[config.mk]
export PLATFORM = sky130hd
export DESIGN_NAME = ccl_comparator_ctrl
export DESIGN_NICKNAME = d
export VERILOG_FILES = /design/src/core/ccl_pkg.sv /design/src/core/ccl_comparator_ctrl.sv
export SDC_FILE = /design/constraint.sdc
export NUM_CORES = 1
export LEC_CHECK = 0
export ABC_AREA = 0
export BUFFER_PORTS_ARGS = -buffer_cell sky130_fd_sc_hd__buf_2
export CAP_MARGIN = 20
export CORE_ASPECT_RATIO = 0.9
export CORE_MARGIN = 2
export CORE_UTILIZATION = 45
export CTS_CLUSTER_SIZE = 20
export DETAILED_ROUTE_END_ITERATION = 10
export GPL_TIMING_DRIVEN = 0
export PLACE_DENSITY = 0.85
export SYNTH_ARGS = -nofsm -noshare
export SYNTH_HDL_FRONTEND = slang
export SYNTH_SLANG_ARGS = --single-unit
[constraint.sdc]
create_clock -name core_clk_i -period 1.6 [get_ports core_clk_i]
set_input_delay 0.08 -clock core_clk_i [delete_from_list [all_inputs] [get_ports core_clk_i]]
set_output_delay 0.08 -clock core_clk_i [all_outputs]
set_load 0.02 [all_outputs]
[src/core/ccl_pkg.sv]
package ccl_pkg;

   // Register addresses on the plain register port
   localparam logic [7:0] CCL_ADDR_CTRL0 = 8'h19;
   localparam logic [7:0] CCL_ADDR_CTRL1 = 8'h1A;
   localparam logic [7:0] CCL_ADDR_IRQ = 8'h1B;
   localparam logic [7:0] CCL_ADDR_REF = 8'h1C;

   // Control register 0 field positions
   localparam int CCL_C0_MODE_LSB = 0;
   localparam int CCL_C0_SWITCH = 3;
   localparam int CCL_C0_INVERT = 4;
   localparam int CCL_C0_RESULT = 6;

   // Control register 1 field positions
   localparam int CCL_C1_SYNC = 0;
   localparam int CCL_C1_GATE = 1;

   // Interrupt register field positions
   localparam int CCL_IRQ_FLAG = 0;
   localparam int CCL_IRQ_IE = 1;
   localparam int CCL_IRQ_PE = 2;
   localparam int CCL_IRQ_GE = 3;

   // Reference register field positions
   localparam int CCL_REF_VAL_LSB = 0;
   localparam int CCL_REF_RANGE = 5;
   localparam int CCL_REF_EN = 7;

   // Values after reset
   localparam logic [2:0] CCL_RST_MODE = 3'h0;
   localparam logic CCL_RST_GATE_SEL = 1'b1;
   localparam logic CCL_RST_SYNC = 1'b0;
   localparam logic [3:0] CCL_RST_REF_VAL = 4'h0;

   // Synchroniser lanes: comparator, external gate, timer clocks
   localparam int CCL_LANE_CMP = 0;
   localparam int CCL_LANE_GATE = 1;
   localparam int CCL_LANE_TSRC = 2;
   localparam int CCL_LANE_TPRE = 3;
   localparam int CCL_LANES = 4;

   // Comparator operating modes
   typedef enum logic [2:0] {
      CCL_MODE_RESET = 3'h0,
      CCL_MODE_PINS_OUT = 3'h1,
      CCL_MODE_REF = 3'h2,
      CCL_MODE_REF_OUT = 3'h3,
      CCL_MODE_PINS = 3'h4,
      CCL_MODE_MUX_OUT = 3'h5,
      CCL_MODE_MUX = 3'h6,
      CCL_MODE_OFF = 3'h7
   } ccl_mode_type;

   // Analog switch controls handed to the comparator core
   typedef struct packed {
      logic cmp_en;
      logic plus_from_ref;
      logic minus_from_ref;
      logic ext_from_pos;
      logic ext_from_neg;
      logic pin_out_en;
   } ccl_mux_type;

   // Register bus request
   typedef struct packed {
      logic [7:0] addr;
      logic [7:0] wdata;
      logic wr;
      logic rd;
   } ccl_bus_type;

   // Whole state of the block
   typedef struct packed {
      ccl_mode_type mode;
      logic invert;
      logic input_switch;
      logic gate_sel;
      logic sync_en;
      logic change_flag;
      logic irq_en;
      logic periph_en;
      logic global_en;
      logic ref_en;
      logic ref_range;
      logic [3:0] ref_val;
      logic [CCL_LANES-1:0] sync1;
      logic [CCL_LANES-1:0] sync2;
      logic tclk_d;
      logic pre_en_d;
      logic [1:0] port_s1;
      logic [1:0] port_s2;
      logic latched;
      logic captured;
      logic [7:0] rdata;
   } ccl_state_type;

endpackage : ccl_pkg

[src/core/ccl_comparator_ctrl.sv]
// Function
// - Result high when plus exceeds minus
// - Invert bit flips status and pin
// - Result bit read only, writes ignored
// - Modes 000 and 111 off, read zero
// - Modes 010, 100, 001 routing
// - Modes 011, 101, 110 routing
// - Switch bit picks external multiplexed input
// - Analog pins read zero on port
// - Raw result to pin, direction enables
// - Gate select: pin or comparator, resets 1
// - Optional latch on timer clock fall
// - Timer clock drives the latch, prescaled one when enabled
// - Flag sets on mismatch, enables ignored
// - Software clears with 0, 1 sets
// - Request needs flag and three enables
// - Control 0 access recaptures, ends mismatch
// - Change during read may be missed
// - Reference gives 32 levels, two ranges
// - Reset forces mode 000, reference off
// - Runs in sleep, change wakes device
//
// The plain strobed port was decided locally.
`timescale 1ns/1ps

module ccl_comparator_ctrl
   import ccl_pkg::*;
(
   // Clock and reset
   input wire logic core_clk_i,
   input wire logic sys_rst_i,
   // Register port
   input wire ccl_bus_type bus_i,
   output logic [7:0] reg_rdata_o,
   // Analog comparator core
   input wire logic cmp_raw_i,
   output ccl_mux_type mux_o,
   output logic ref_en_o,
   output logic ref_range_o,
   output logic [3:0] ref_val_o,
   // Port pins
   input wire logic [1:0] gpio_in_i,
   output logic [1:0] gpio_read_o,
   input wire logic out_dir_i,
   output logic output_pin_o,
   output logic output_pin_oe_o,
   // Timer interface
   input wire logic timer_src_clk_i,
   input wire logic timer_pre_clk_i,
   input wire logic timer_pre_en_i,
   input wire logic external_gate_pin_i,
   output logic timer_gate_o,
   // Interrupt and wake
   output logic irq_o,
   output logic wake_o
);

   ccl_state_type st_r;
   ccl_state_type st_nxt;

   logic mode_on;
   logic pin_mode;
   logic raw_inv;
   logic live_result;
   logic cmp_result;
   logic tclk_sel;
   logic tclk_fall;
   logic ctrl0_access;
   logic mismatch;
   logic [CCL_LANES-1:0] async_in;
   logic [7:0] ctrl0_view;
   logic [7:0] ctrl1_view;
   logic [7:0] irq_view;
   logic [7:0] ref_view;
   logic tclk_steady;
   logic flag_set;

   // Asynchronous inputs entering the synchroniser lanes
   assign async_in[CCL_LANE_CMP] = cmp_raw_i;
   assign async_in[CCL_LANE_GATE] = external_gate_pin_i;
   assign async_in[CCL_LANE_TSRC] = timer_src_clk_i;
   assign async_in[CCL_LANE_TPRE] = timer_pre_clk_i;

   // Mode decode: both off modes keep the comparator idle
   always_comb begin
      mode_on = 1'b1;
      pin_mode = 1'b0;
      mux_o = '0;
      gpio_read_o = st_r.port_s2; // Pins reach the port via two flops
      case (st_r.mode)
         CCL_MODE_RESET, CCL_MODE_OFF: begin
            mode_on = 1'b0;
            gpio_read_o = 2'h0;
         end
         CCL_MODE_PINS_OUT: begin
            mux_o.ext_from_pos = 1'b1;
            mux_o.ext_from_neg = 1'b1;
            pin_mode = 1'b1;
            gpio_read_o = 2'h0;
         end
         CCL_MODE_PINS: begin
            mux_o.ext_from_pos = 1'b1;
            mux_o.ext_from_neg = 1'b1;
            gpio_read_o = 2'h0;
         end
         CCL_MODE_REF: begin
            mux_o.plus_from_ref = 1'b1;
            mux_o.ext_from_neg = 1'b1;
            gpio_read_o[1] = 1'b0;
         end
         CCL_MODE_REF_OUT: begin
            mux_o.plus_from_ref = 1'b1;
            mux_o.ext_from_neg = 1'b1;
            pin_mode = 1'b1;
            gpio_read_o[1] = 1'b0;
         end
         CCL_MODE_MUX_OUT, CCL_MODE_MUX: begin
            // Chosen pin goes to the negative side, reference opposite
            mux_o.plus_from_ref = 1'b1;
            mux_o.ext_from_pos = st_r.input_switch;
            mux_o.ext_from_neg = ~st_r.input_switch;
            pin_mode = (st_r.mode == CCL_MODE_MUX_OUT);
            gpio_read_o = 2'h0;
         end
         default: begin
            mode_on = 1'b0;
            gpio_read_o = 2'h0;
         end
      endcase
      mux_o.cmp_en = mode_on;
      mux_o.pin_out_en = pin_mode;
   end

   // Pin path is deliberately unsynchronised: it carries the raw edge
   // with no clock latency, so glitches near the threshold reach the pin
   assign raw_inv = cmp_raw_i ^ st_r.invert;
   assign output_pin_o = pin_mode & mode_on & raw_inv;
   assign output_pin_oe_o = pin_mode & ~out_dir_i;

   // Synchronised and optionally latched result seen by logic
   assign live_result = st_r.sync2[CCL_LANE_CMP] ^ st_r.invert;
   assign cmp_result = mode_on &
      (st_r.sync_en ? st_r.latched : live_result);

   // Timer clock for the latch: prescaler output when it is in use.
   // Swapping sources at unequal levels would look like a fall, so no
   // edge is taken in the cycle in which the selection changes
   assign tclk_sel = timer_pre_en_i ? st_r.sync2[CCL_LANE_TPRE] :
      st_r.sync2[CCL_LANE_TSRC];
   assign tclk_steady = (timer_pre_en_i == st_r.pre_en_d);
   assign tclk_fall = tclk_steady & st_r.tclk_d & ~tclk_sel;

   // Gate source for the timer; software should pick the synced result
   assign timer_gate_o = st_r.gate_sel ?
      st_r.sync2[CCL_LANE_GATE] : cmp_result;

   // Control register 0 accesses and mismatch tracking
   assign ctrl0_access = (bus_i.rd | bus_i.wr) &
      (bus_i.addr == CCL_ADDR_CTRL0);
   assign mismatch = (cmp_result != st_r.captured);

   // A mismatch sets the flag, except in a cycle that accesses
   // control 0: that access is the capture point itself
   assign flag_set = mismatch & ~ctrl0_access;

   // Read view of control register 0; result bit is the synchronised, optionally latched result
   assign ctrl0_view = {1'b0, cmp_result, 1'b0, st_r.invert,
      st_r.input_switch, st_r.mode};

   // Read views of the other registers; unused bits read zero
   always_comb begin
      ctrl1_view = 8'h00;
      ctrl1_view[CCL_C1_GATE] = st_r.gate_sel;
      ctrl1_view[CCL_C1_SYNC] = st_r.sync_en;
      irq_view = 8'h00;
      irq_view[CCL_IRQ_FLAG] = st_r.change_flag;
      irq_view[CCL_IRQ_IE] = st_r.irq_en;
      irq_view[CCL_IRQ_PE] = st_r.periph_en;
      irq_view[CCL_IRQ_GE] = st_r.global_en;
      ref_view = 8'h00;
      ref_view[CCL_REF_EN] = st_r.ref_en;
      ref_view[CCL_REF_RANGE] = st_r.ref_range;
      ref_view[CCL_REF_VAL_LSB +: 4] = st_r.ref_val;
   end

   // Next state of every register in the block
   always_comb begin
      st_nxt = st_r;

      // Two stage synchronisers; stage one feeds only stage two
      st_nxt.sync1 = async_in;
      st_nxt.sync2 = st_r.sync1;
      st_nxt.port_s1 = gpio_in_i;
      st_nxt.port_s2 = st_r.port_s1;

      // Falling edge of the timer clock latches the result, so the
      // timer's rising edge never sees it mid-change
      st_nxt.tclk_d = tclk_sel;
      st_nxt.pre_en_d = timer_pre_en_i;
      if (tclk_fall) begin
         st_nxt.latched = live_result;
      end

      // Control 0 access recaptures the result; a change landing in
      // this same cycle is swallowed and never flagged
      if (ctrl0_access) begin
         st_nxt.captured = cmp_result;
      end

      // Register writes
      if (bus_i.wr) begin
         case (bus_i.addr)
            CCL_ADDR_CTRL0: begin
               st_nxt.mode = ccl_mode_type'(
                  bus_i.wdata[CCL_C0_MODE_LSB +: 3]);
               st_nxt.input_switch = bus_i.wdata[CCL_C0_SWITCH];
               st_nxt.invert = bus_i.wdata[CCL_C0_INVERT];
            end
            CCL_ADDR_CTRL1: begin
               st_nxt.gate_sel = bus_i.wdata[CCL_C1_GATE];
               st_nxt.sync_en = bus_i.wdata[CCL_C1_SYNC];
            end
            CCL_ADDR_IRQ: begin
               st_nxt.change_flag = bus_i.wdata[CCL_IRQ_FLAG];
               st_nxt.irq_en = bus_i.wdata[CCL_IRQ_IE];
               st_nxt.periph_en = bus_i.wdata[CCL_IRQ_PE];
               st_nxt.global_en = bus_i.wdata[CCL_IRQ_GE];
            end
            CCL_ADDR_REF: begin
               st_nxt.ref_en = bus_i.wdata[CCL_REF_EN];
               st_nxt.ref_range = bus_i.wdata[CCL_REF_RANGE];
               st_nxt.ref_val = bus_i.wdata[CCL_REF_VAL_LSB +: 4];
            end
            default: begin
               st_nxt.rdata = st_r.rdata;
            end
         endcase
      end

      // Hardware set wins over a software clear in the same cycle;
      // the mismatch keeps setting until control 0 is accessed
      if (flag_set) begin
         st_nxt.change_flag = 1'b1;
      end

      // Read data lands one cycle after the strobe; idle reads zero
      st_nxt.rdata = 8'h00;
      if (bus_i.rd) begin
         case (bus_i.addr)
            CCL_ADDR_CTRL0: begin
               st_nxt.rdata = ctrl0_view;
            end
            CCL_ADDR_CTRL1: begin
               st_nxt.rdata = ctrl1_view;
            end
            CCL_ADDR_IRQ: begin
               st_nxt.rdata = irq_view;
            end
            CCL_ADDR_REF: begin
               st_nxt.rdata = ref_view;
            end
            default: begin
               st_nxt.rdata = 8'h00;
            end
         endcase
      end
   end

   // State register; only reset touches the controls, so a wake from
   // sleep leaves every setting as it was
   always_ff @(posedge core_clk_i or posedge sys_rst_i) begin
      if (sys_rst_i) begin
         st_r <= '0;
         st_r.mode <= ccl_mode_type'(CCL_RST_MODE);
         st_r.gate_sel <= CCL_RST_GATE_SEL;
         st_r.sync_en <= CCL_RST_SYNC;
         st_r.ref_en <= 1'b0;
         st_r.ref_val <= CCL_RST_REF_VAL;
      end else begin
         st_r <= st_nxt;
      end
   end

   // Interrupt request needs all enables; wake needs the local and peripheral ones
   // since a cleared global enable still resumes execution
   assign irq_o = st_r.change_flag & st_r.irq_en &
      st_r.periph_en & st_r.global_en;
   assign wake_o = st_r.change_flag & st_r.irq_en & st_r.periph_en;

   // Reference settings driven to the ladder: 16 steps in each range
   assign ref_en_o = st_r.ref_en;
   assign ref_range_o = st_r.ref_range;
   assign ref_val_o = st_r.ref_val;
   assign reg_rdata_o = st_r.rdata;

endmodule : ccl_comparator_ctrl

==> metrics.txt, run 1 <==
Leak Pwr=1.28 nW; final setup vio count=0; placed instance area=2230 µm²; sequential fraction of the synthesis area=0.519; FFs w/ async S/R, synth=1.00; CP max stage cell=dfrtp_2; path type of the worst setup path=flop to primary output; combinational power share=0.143; Cell Pwr Density=900 nW/µm²; Required @ worst endpoint=1520 ps; period utilization=0.965; Psw=0.000515 W; CP Cell Sequence=or3_4 > o2111ai_2 > o21ai_1 > buf_4; Yosys warnings=0; Post-Syn Area=1880 µm²; cell accounting for the most synthesized area=dfrtp_1; CTS Buf Count=5; Post-Layout Cell Count=268; wire per inst=13.8 µm; DRT antenna net count=0; share of cells above drive strength 1=0.523; clock sink total=39; max-slew violations=0; Starting Density=0.466; Vias/cell=4.91; IO Pins=55; largest stage delay on the critical path=410 ps; post-route cell area=2470 µm²; multi-input logic area=786 µm²; dominant synthesized flop cell=dfrtp_1; DRC=0; Hold Path Class=primary input to flop; hold slack=14.3 ps; routability congestion estimate=0.774; Worst Setup Start Kind=flop; Max rail drop VDD=401 µV; ANT cells=0; Int Pwr=0.00171 W; Post-DP HPWL=2780 µm; Post-Place Cells=252; FF/Latch Area=981 µm²; status=completed; Synth top area share=0.505; layout net count=247; DRT iter0 DRCs=64; via count=1316; Max FO, Critical Path=3; Min Clock Period, post-route=1540 ps; Worst Skew=10.5 ps; Die X=72.2 µm; Total GRT Usage=0.174; CTS clk-pin slew, worst paths=80 ps; synthesis-to-layout area growth=31.0%; Core ar.=4050 µm²; full die area=4720 µm²; total grt overflow=0; EDFF count, synth=0; CP Capture Type=primary output; TritonRoute pass-1 iters=4; Mean Syn Cell Area=12.4 µm²; initial antenna violation count=0; final wirelength=3710 µm; standard-cell row count=22; htree depth=2; clock power share=0.373; CTS tree=built; post-synthesis cell type count=39; Synth Register Bits=39; largest net degree at the start of global routing=23; die extent in y=65.4 µm; Switching Fraction=0.232; port bufs=50; MaxCap Viol Count=0; worst skew pair latency=290 ps; unrepaired setup endpoints after global routing=false; first-pass GRT wire length=6130 µm; Flop pwr share=0.485; critical path arrival=1460 ps; Mapped Cells=152; vias in the first global route=1297; Worst Tran Pin Value=758 ps; fill count=320; Clock Path Buffers=2; Area contributors post-synth=dfrtp_1 (50%), mux2_2 (8.4%), buf_4 (6.4%), mux2_4 (4.0%), nor4b_4 (2.5%); Root Driver=clkbuf_8; Slew headroom=0.494; fmax=0.648 GHz; Final Hold Viols=0
## power by group through the flow
stage,combinational (W),clock (W),sequential (W)
finish,0.000317,0.000828,0.00108
global route,0.000343,0.000907,0.00108
CTS,0.000316,0.000843,0.00108
detailed placement,0.000287,0,0.00109
global placement,0.000269,0,0.00109
floorplan,0.000176,0,0.00108
## per-stage QoR
step | worst slack, ps | util | TNS, ps | power, W
floorplan | 76.6 | - | 0 | 0.00126
global placement | -8.55 | 0.543 | -8.55 | 0.00135
detailed placement | -48.7 | 0.550 | -48.7 | 0.00138
CTS | 5.69 | 0.609 | 0 | 0.00223
global route | 0.259 | 0.610 | 0 | 0.00233
finish | 56.0 | 0.610 | 0 | 0.00222
## routing by layer
metal	part of all wire	GRT usage
met5	0	0
met1	0.45	0.219
met2	0.48	0.273
met3	0.054	0.0583
met4	0.015	0.0778
## placed cells by master, fill, tap and decap left out, types with 2 or more instances in the layout
master,Yosys,layout
mux2_4,5,5
dfrtp_2,0,3
a21oi_1,5,5
clkbuf_8,0,6
buf_2,0,47
dlygate4sd3_1,0,7
o21ai_0,3,2
a22o_1,2,2
xnor2_1,5,5
nor2_1,4,4
and2_1,3,2
buf_4,16,22
mux2_2,14,14
nand3_1,3,3
conb_1,1,2
nor4b_4,2,2
dfrtp_1,38,35
a21o_1,2,2
or3_1,3,2
and3_1,3,3
a22oi_1,4,4
inv_1,4,4
nor2b_1,3,3
nand2_1,10,10
and4_1,2,2
## logic make-up after synthesis
family	after synthesis	share of synthesized area
other	1	0.00199
DFF	39	0.519
xor gates and xnor gates	6	0.0279
muxes	20	0.129
AOI/OAI and AO/OA	21	0.0764
buffers and inverters	23	0.0777
and+or+nand+nor	42	0.168
## path summary, 6_finish.rpt
check	depth (start not counted)	from	slack, ps	end
worst max-delay path	4	ctrl0_view[2]	60	timer_gate_o
worst min-delay path	2	bus_i[7]	10	ref_range_o
worst max register to register	4	ctrl0_view[2]	150	st_r[8]
worst min register to register	0	st_nxt[19]	350	st_r[19]
max in group asynchronous	4	sys_rst_i	560	ctrl0_view[2]
min in group asynchronous	3	sys_rst_i	460	ref_val_o[2]
## Yosys cell counts (2+ instances only)
cell	number
a21o_1	2
a21oi_1	5
a22o_1	2
a22oi_1	4
and2_1	3
and3_1	3
and4_1	2
buf_4	16
clkbuf_1	3
dfrtp_1	38
inv_1	4
mux2_2	14
mux2_4	5
nand2_1	10
nand3_1	3
nor2_1	4
nor2b_1	3
nor4b_4	2
o21ai_0	3
or3_1	3
xnor2_1	5
## registers in the layout, indices dropped and copies added, names as in the netlist
name / count
ref_val_o: 4
st_r: 9
irq_view: 4
st_nxt: 5
ctrl0_view: 5
ctrl1_view: 2
ref_en_o: 1
reg_rdata_o: 8
ref_range_o: 1
## final cells by class
type,instances,share of cell area
Tap cell,48,0.0243
Sequential cell,39,0.397
Timing Repair Buffer,63,0.161
Multi-Input combinational cell,91,0.318
Buffer,15,0.0456
Clock inverter,2,0.0142
Inverter,4,0.00608
Clock buffer,6,0.0335
## critical path: cells and delay by family (launching register included)
kind	cells	cell delay, ps
compound gates	2	210
buf+inv	1	160
flops	1	410
simple gates	1	400
## what timing repair did
item                                    CTS  global route
hold buffers                              7             0
pin swaps                                 0             1
gates resized for setup                   7             6
endpoints found under the hold margin    22             0
endpoints found under the setup margin    4             3
setup buffers                             5             0
No activity file was read; power rests on OpenSTA's default activity.
==> inputs of run 2 (changes only) <==
HOLD_SLACK_MARGIN = 0.1   (was default)
==> run 2 against run 1 <==
Die area unchanged. Sequential share of layout area fell by 1.1 points. Register-to-register slack about the same. Critical endpoint unchanged.
==> metrics.txt, run 2 (same netlist as run 1, synthesis figures left out) <==
final wirelength=3780 µm; port bufs=50; Core ar.=4050 µm²; combinational power share=0.148; total grt overflow=0; WL met3=226 µm; placed instance area=2230 µm²; most frequent cells in the layout=buf_2 (47), dfrtp_1 (35), buf_4 (22); hold slack=134 ps; post-route cell area=2540 µm²; largest net degree at the start of global routing=23; vias in the first global route=1337; final setup vio count=0; Biggest register=st_r; Worst Setup Start Kind=flop; max-slew violations=0; largest stage delay on the critical path=420 ps; full die area=4720 µm²; Clock Path Buffers=2; clock sink total=39; Switching Fraction=0.231; max reg flops=9; IO Pins=55; DRT antenna net count=0; status=completed; most common cell after layout, fill and taps aside=buf_2; ANT cells=0; Int Pwr=0.00172 W; Layout Utilization=0.627; initial antenna violation count=0; M1 WL=1660 µm; Final TNS setup=0 ps; via count=1355; period utilization=0.966; Psw=0.000517 W; Vias/cell=4.93; Cell Pwr Density=880 nW/µm²; clock power share=0.370; Worst Skew=10.8 ps; Hold Path Class=primary input to flop; fill count=312; path type of the worst setup path=flop to primary output; standard-cell row count=22; layout net count=254; Final Hold Viols=0; htree depth=2; die extent in y=65.4 µm; share of cells above drive strength 1=0.507; worst skew pair latency=300 ps; Starting Density=0.466; Power Total=0.00223 W; CTS clk-pin slew, worst paths=70 ps; Required @ worst endpoint=1520 ps; Min Clock Period, post-route=1550 ps; Flop pwr share=0.482; Total GRT Usage=0.177; CP max stage cell=dfrtp_2; Die X=72.2 µm; critical path arrival=1470 ps; routability congestion estimate=0.774; Worst Tran Pin Value=758 ps; metal2 WL=1830 µm; Post-DP HPWL=2780 µm; Leak Pwr=1.31 nW; Max FO, Critical Path=3; CTS Buf Count=5; Max rail drop VDD=402 µV; MaxCap Viol Count=0; CTS tree=built; Root Driver=clkbuf_8; DRT iter0 DRCs=78; DRC=0; CP Cell Sequence=or3_4 > o2111ai_2 > o21ai_1 > buf_4; synthesis-to-layout area growth=34.7%; Max Used Layer=met4; first-pass GRT wire length=6270 µm; CP Capture Type=primary output; TritonRoute pass-1 iters=4; fmax=0.647 GHz; Slew headroom=0.494; wire per inst=13.8 µm
[run 2: power by group through the flow]
stage / Combinational, W / Clock (W) / Sequential (W)
floorplan: 0.000176 / 0 / 0.00108
global placement: 0.000269 / 0 / 0.00109
detailed placement: 0.000287 / 0 / 0.00109
CTS: 0.000329 / 0.000843 / 0.00108
global route: 0.000358 / 0.000906 / 0.00108
finish: 0.000331 / 0.000826 / 0.00108
[run 2: worst paths after layout]
check                           slack, ps  depth (start not counted)          start              to
worst max-delay path                   50                          4  ctrl0_view[2]    timer_gate_o
worst min-delay path                  130                          2       bus_i[0]  reg_rdata_o[6]
worst max register to register        150                          4  ctrl0_view[2]         st_r[8]
worst min register to register        350                          0     st_nxt[19]        st_r[19]
max in group asynchronous             570                          4      sys_rst_i   ctrl0_view[2]
min in group asynchronous             460                          3      sys_rst_i    ref_val_o[2]
[run 2: layer usage]
layer  track usage  up-vias
li1              -      661
met4        0.0849        0
met5             0        -
met1         0.220      642
met2         0.279       43
met3        0.0598        9
[run 2: per-stage QoR]
step | cells | worst slack, ps
finish | 275 | 54.8
global route | 275 | -27.5
global placement | 251 | -8.55
CTS | 276 | 5.69
detailed placement | 252 | -48.7
floorplan | 153 | 76.6
[run 2: worst max-delay path: cells and delay by family (launching register included)]
kind / cells / cell delay (ps)
AND/OR/NAND/NOR: 1 / 400
flip-flops: 1 / 420
buffers and inverters: 1 / 160
AO/OA/AOI/OAI: 2 / 210
[run 2: final cells by class]
type | count | area [µm²] | share of cell area
flip-flops and latches | 39 | 981 | 0.386
multi-input cells | 91 | 786 | 0.310
repair buffers | 70 | 467 | 0.184
plain buffers | 15 | 113 | 0.0444
clock buffers | 6 | 82.6 | 0.0325
well taps | 48 | 60.1 | 0.0237
clock inverters | 2 | 35.0 | 0.0138
inverters | 4 | 15.0 | 0.00591
[run 2: repair_timing]
item / 4_1_cts / 5_1_grt
endpoints found under the hold margin: 39 / 0
hold buffers: 14 / 0
resized for setup: 7 / 6
setup endpoints to repair: 4 / 3
pin swaps: 0 / 1
cloned: 0 / 0
setup buffers: 5 / 0
==> inputs of run 3 (changes only) <==
MAX_ROUTING_LAYER = met4   (was default)
clock period = 1.3 ns   (was 1.6 ns; I/O delays follow)
==> run 3 against run 2 <==
The run now ends with negative setup slack left. Sequential share of layout area decreased by 1.1 points. Largest cell class unchanged. Combinational power increased by 34%. Critical path depth unchanged.
==> metrics.txt, run 3 (same netlist as run 1, synthesis figures left out) <==
status=finished, violations left; failing checks=negative setup slack; synthesis-to-layout area growth=39.0%; Post-DP HPWL=2730 µm; Core ar.=4050 µm²; TritonRoute pass-1 iters=4; IO Pins=55; largest net degree at the start of global routing=26; die extent in y=65.4 µm; fmax=0.645 GHz; final setup vio count=11; max-slew violations=0; Hold Path End=st_r[15]; CTS clk-pin slew, worst paths=70 ps; post-route cell area=2620 µm²; standard-cell row count=22; most frequent cells in the layout=buf_2 (41), dfrtp_1 (33), buf_4 (24); DRT antenna net count=0; first-pass GRT wire length=6220 µm; Die X=72.2 µm; Worst Tran Pin Value=632 ps; max reg flops=9; placed instance area=2230 µm²; CTS tree=built; final wirelength=3940 µm; Root Driver=clkbuf_8; CTS Buf Count=5; most common cell after layout, fill and taps aside=buf_2; full die area=4720 µm²; worst-case reg-to-reg path depth=4; path type of the worst setup path=flop to primary output; Vias/cell=5.02; Worst R2R Setup Slack=-190 ps; clock sink total=39; via count=1391; critical path arrival=1490 ps; routability congestion estimate=0.788; Post-Layout Cell Count=277; Slew headroom=0.578; Hold Path Class=primary input to flop; share of cells above drive strength 1=0.555; Cell Pwr Density=1050 nW/µm²; Post-Place Cells=252; DRC=0; vias in the first global route=1313; hold path depth=2; worst min-delay path startpoint=timer_pre_en_i; Max FO, Critical Path=3; period utilization=1.19; wire per inst=14.2 µm; unrepaired setup endpoints after global routing=true; Max rail drop VDD=732 µV; Min Clock Period, post-route=1550 ps; ANT cells=0; Worst Skew=15.0 ps; port bufs=50; CP Capture Type=primary output; worst flop-to-flop path endpoint=st_r[8]; hold slack=99.6 ps; Final Hold Viols=0; Leak Pwr=1.32 nW; FF-to-FF Start=ctrl0_view[2]; Total GRT Usage=0.180; worst skew pair latency=290 ps; initial antenna violation count=0; MaxCap Viol Count=0; Biggest register=st_r; Required @ worst endpoint=1240 ps; Power Total=0.00274 W; post-layout worst setup margin=-250 ps; Clock Path Buffers=2; fill count=299; Starting Density=0.466; total grt overflow=0; DRT iter0 DRCs=41; htree depth=2; layout net count=256; Worst Setup Start Kind=flop
==> run 3: repair_timing <==
item / CTS / global route
endpoints found under the hold margin: 37 / 1
hold buffers: 14 / 1
setup buffers: 4 / 2
endpoints found under the setup margin: 13 / 14
gates resized for setup: 21 / 16
pin swaps: 3 / 1
==> run 3: power breakdown <==
part | internal, W | switching, W | leakage, nW
Clock | 0.000572 | 0.000401 | 0.0514
Combinational | 0.000236 | 0.000208 | 0.768
Sequential | 0.00128 | 0.0000429 | 0.496
==> run 3: layout make-up <==
class / instances / area [µm²] / area share
buffer: 16 / 124 / 0.0473
clock buffer: 6 / 72.6 / 0.0277
clock inverter: 2 / 37.5 / 0.0143
inverter: 4 / 15.0 / 0.00573
multi-input combinational: 91 / 820 / 0.313
sequential: 39 / 983 / 0.375
tap: 48 / 60.1 / 0.0229
timing repair buffer: 71 / 508 / 0.194
==> run 3: per-layer routing <==
layer,GRT usage,up-vias,share of wire
met2,0.294,43,0.50
met5,-,-,0
met1,0.217,668,0.42
met3,0.0337,12,0.050
li1,-,668,-
met4,0.0825,0,0.028
==> run 3: through the flow <==
stage	setup slack, ps	setup TNS [ps]	util
6_report	-250	-1420	0.647
5_1_grt	-282	-2040	0.647
4_1_cts	-256	-1340	0.633
3_5_place_dp	-363	-3340	0.551
3_3_place_gp	-286	-6010	0.544
2_1_floorplan	-201	-395	-
==> run 3: worst max-delay path by stage <==
| stage | startpoint | endpoint | slack [ps] | depth (start not counted) |
|---|---|---|---|---|
| global placement | ctrl0_view[2] | st_r[8] | -290 | 5 |
| finish | ctrl0_view[2] | mux_o[5] | -250 | 4 |
| global route | ctrl0_view[2] | mux_o[5] | -280 | 4 |
| CTS | ctrl0_view[2] | mux_o[5] | -260 | 4 |
| floorplan | ctrl0_view[0] | st_r[8] | -200 | 5 |
| detailed placement | ctrl0_view[2] | st_r[8] | -360 | 5 |
==> run 3: critical path, stage by stage (launching register included) <==
cell and delay, ps:
dfrtp_2 420, or3_4 410, and2_4 160, buf_6 110, buf_6 120
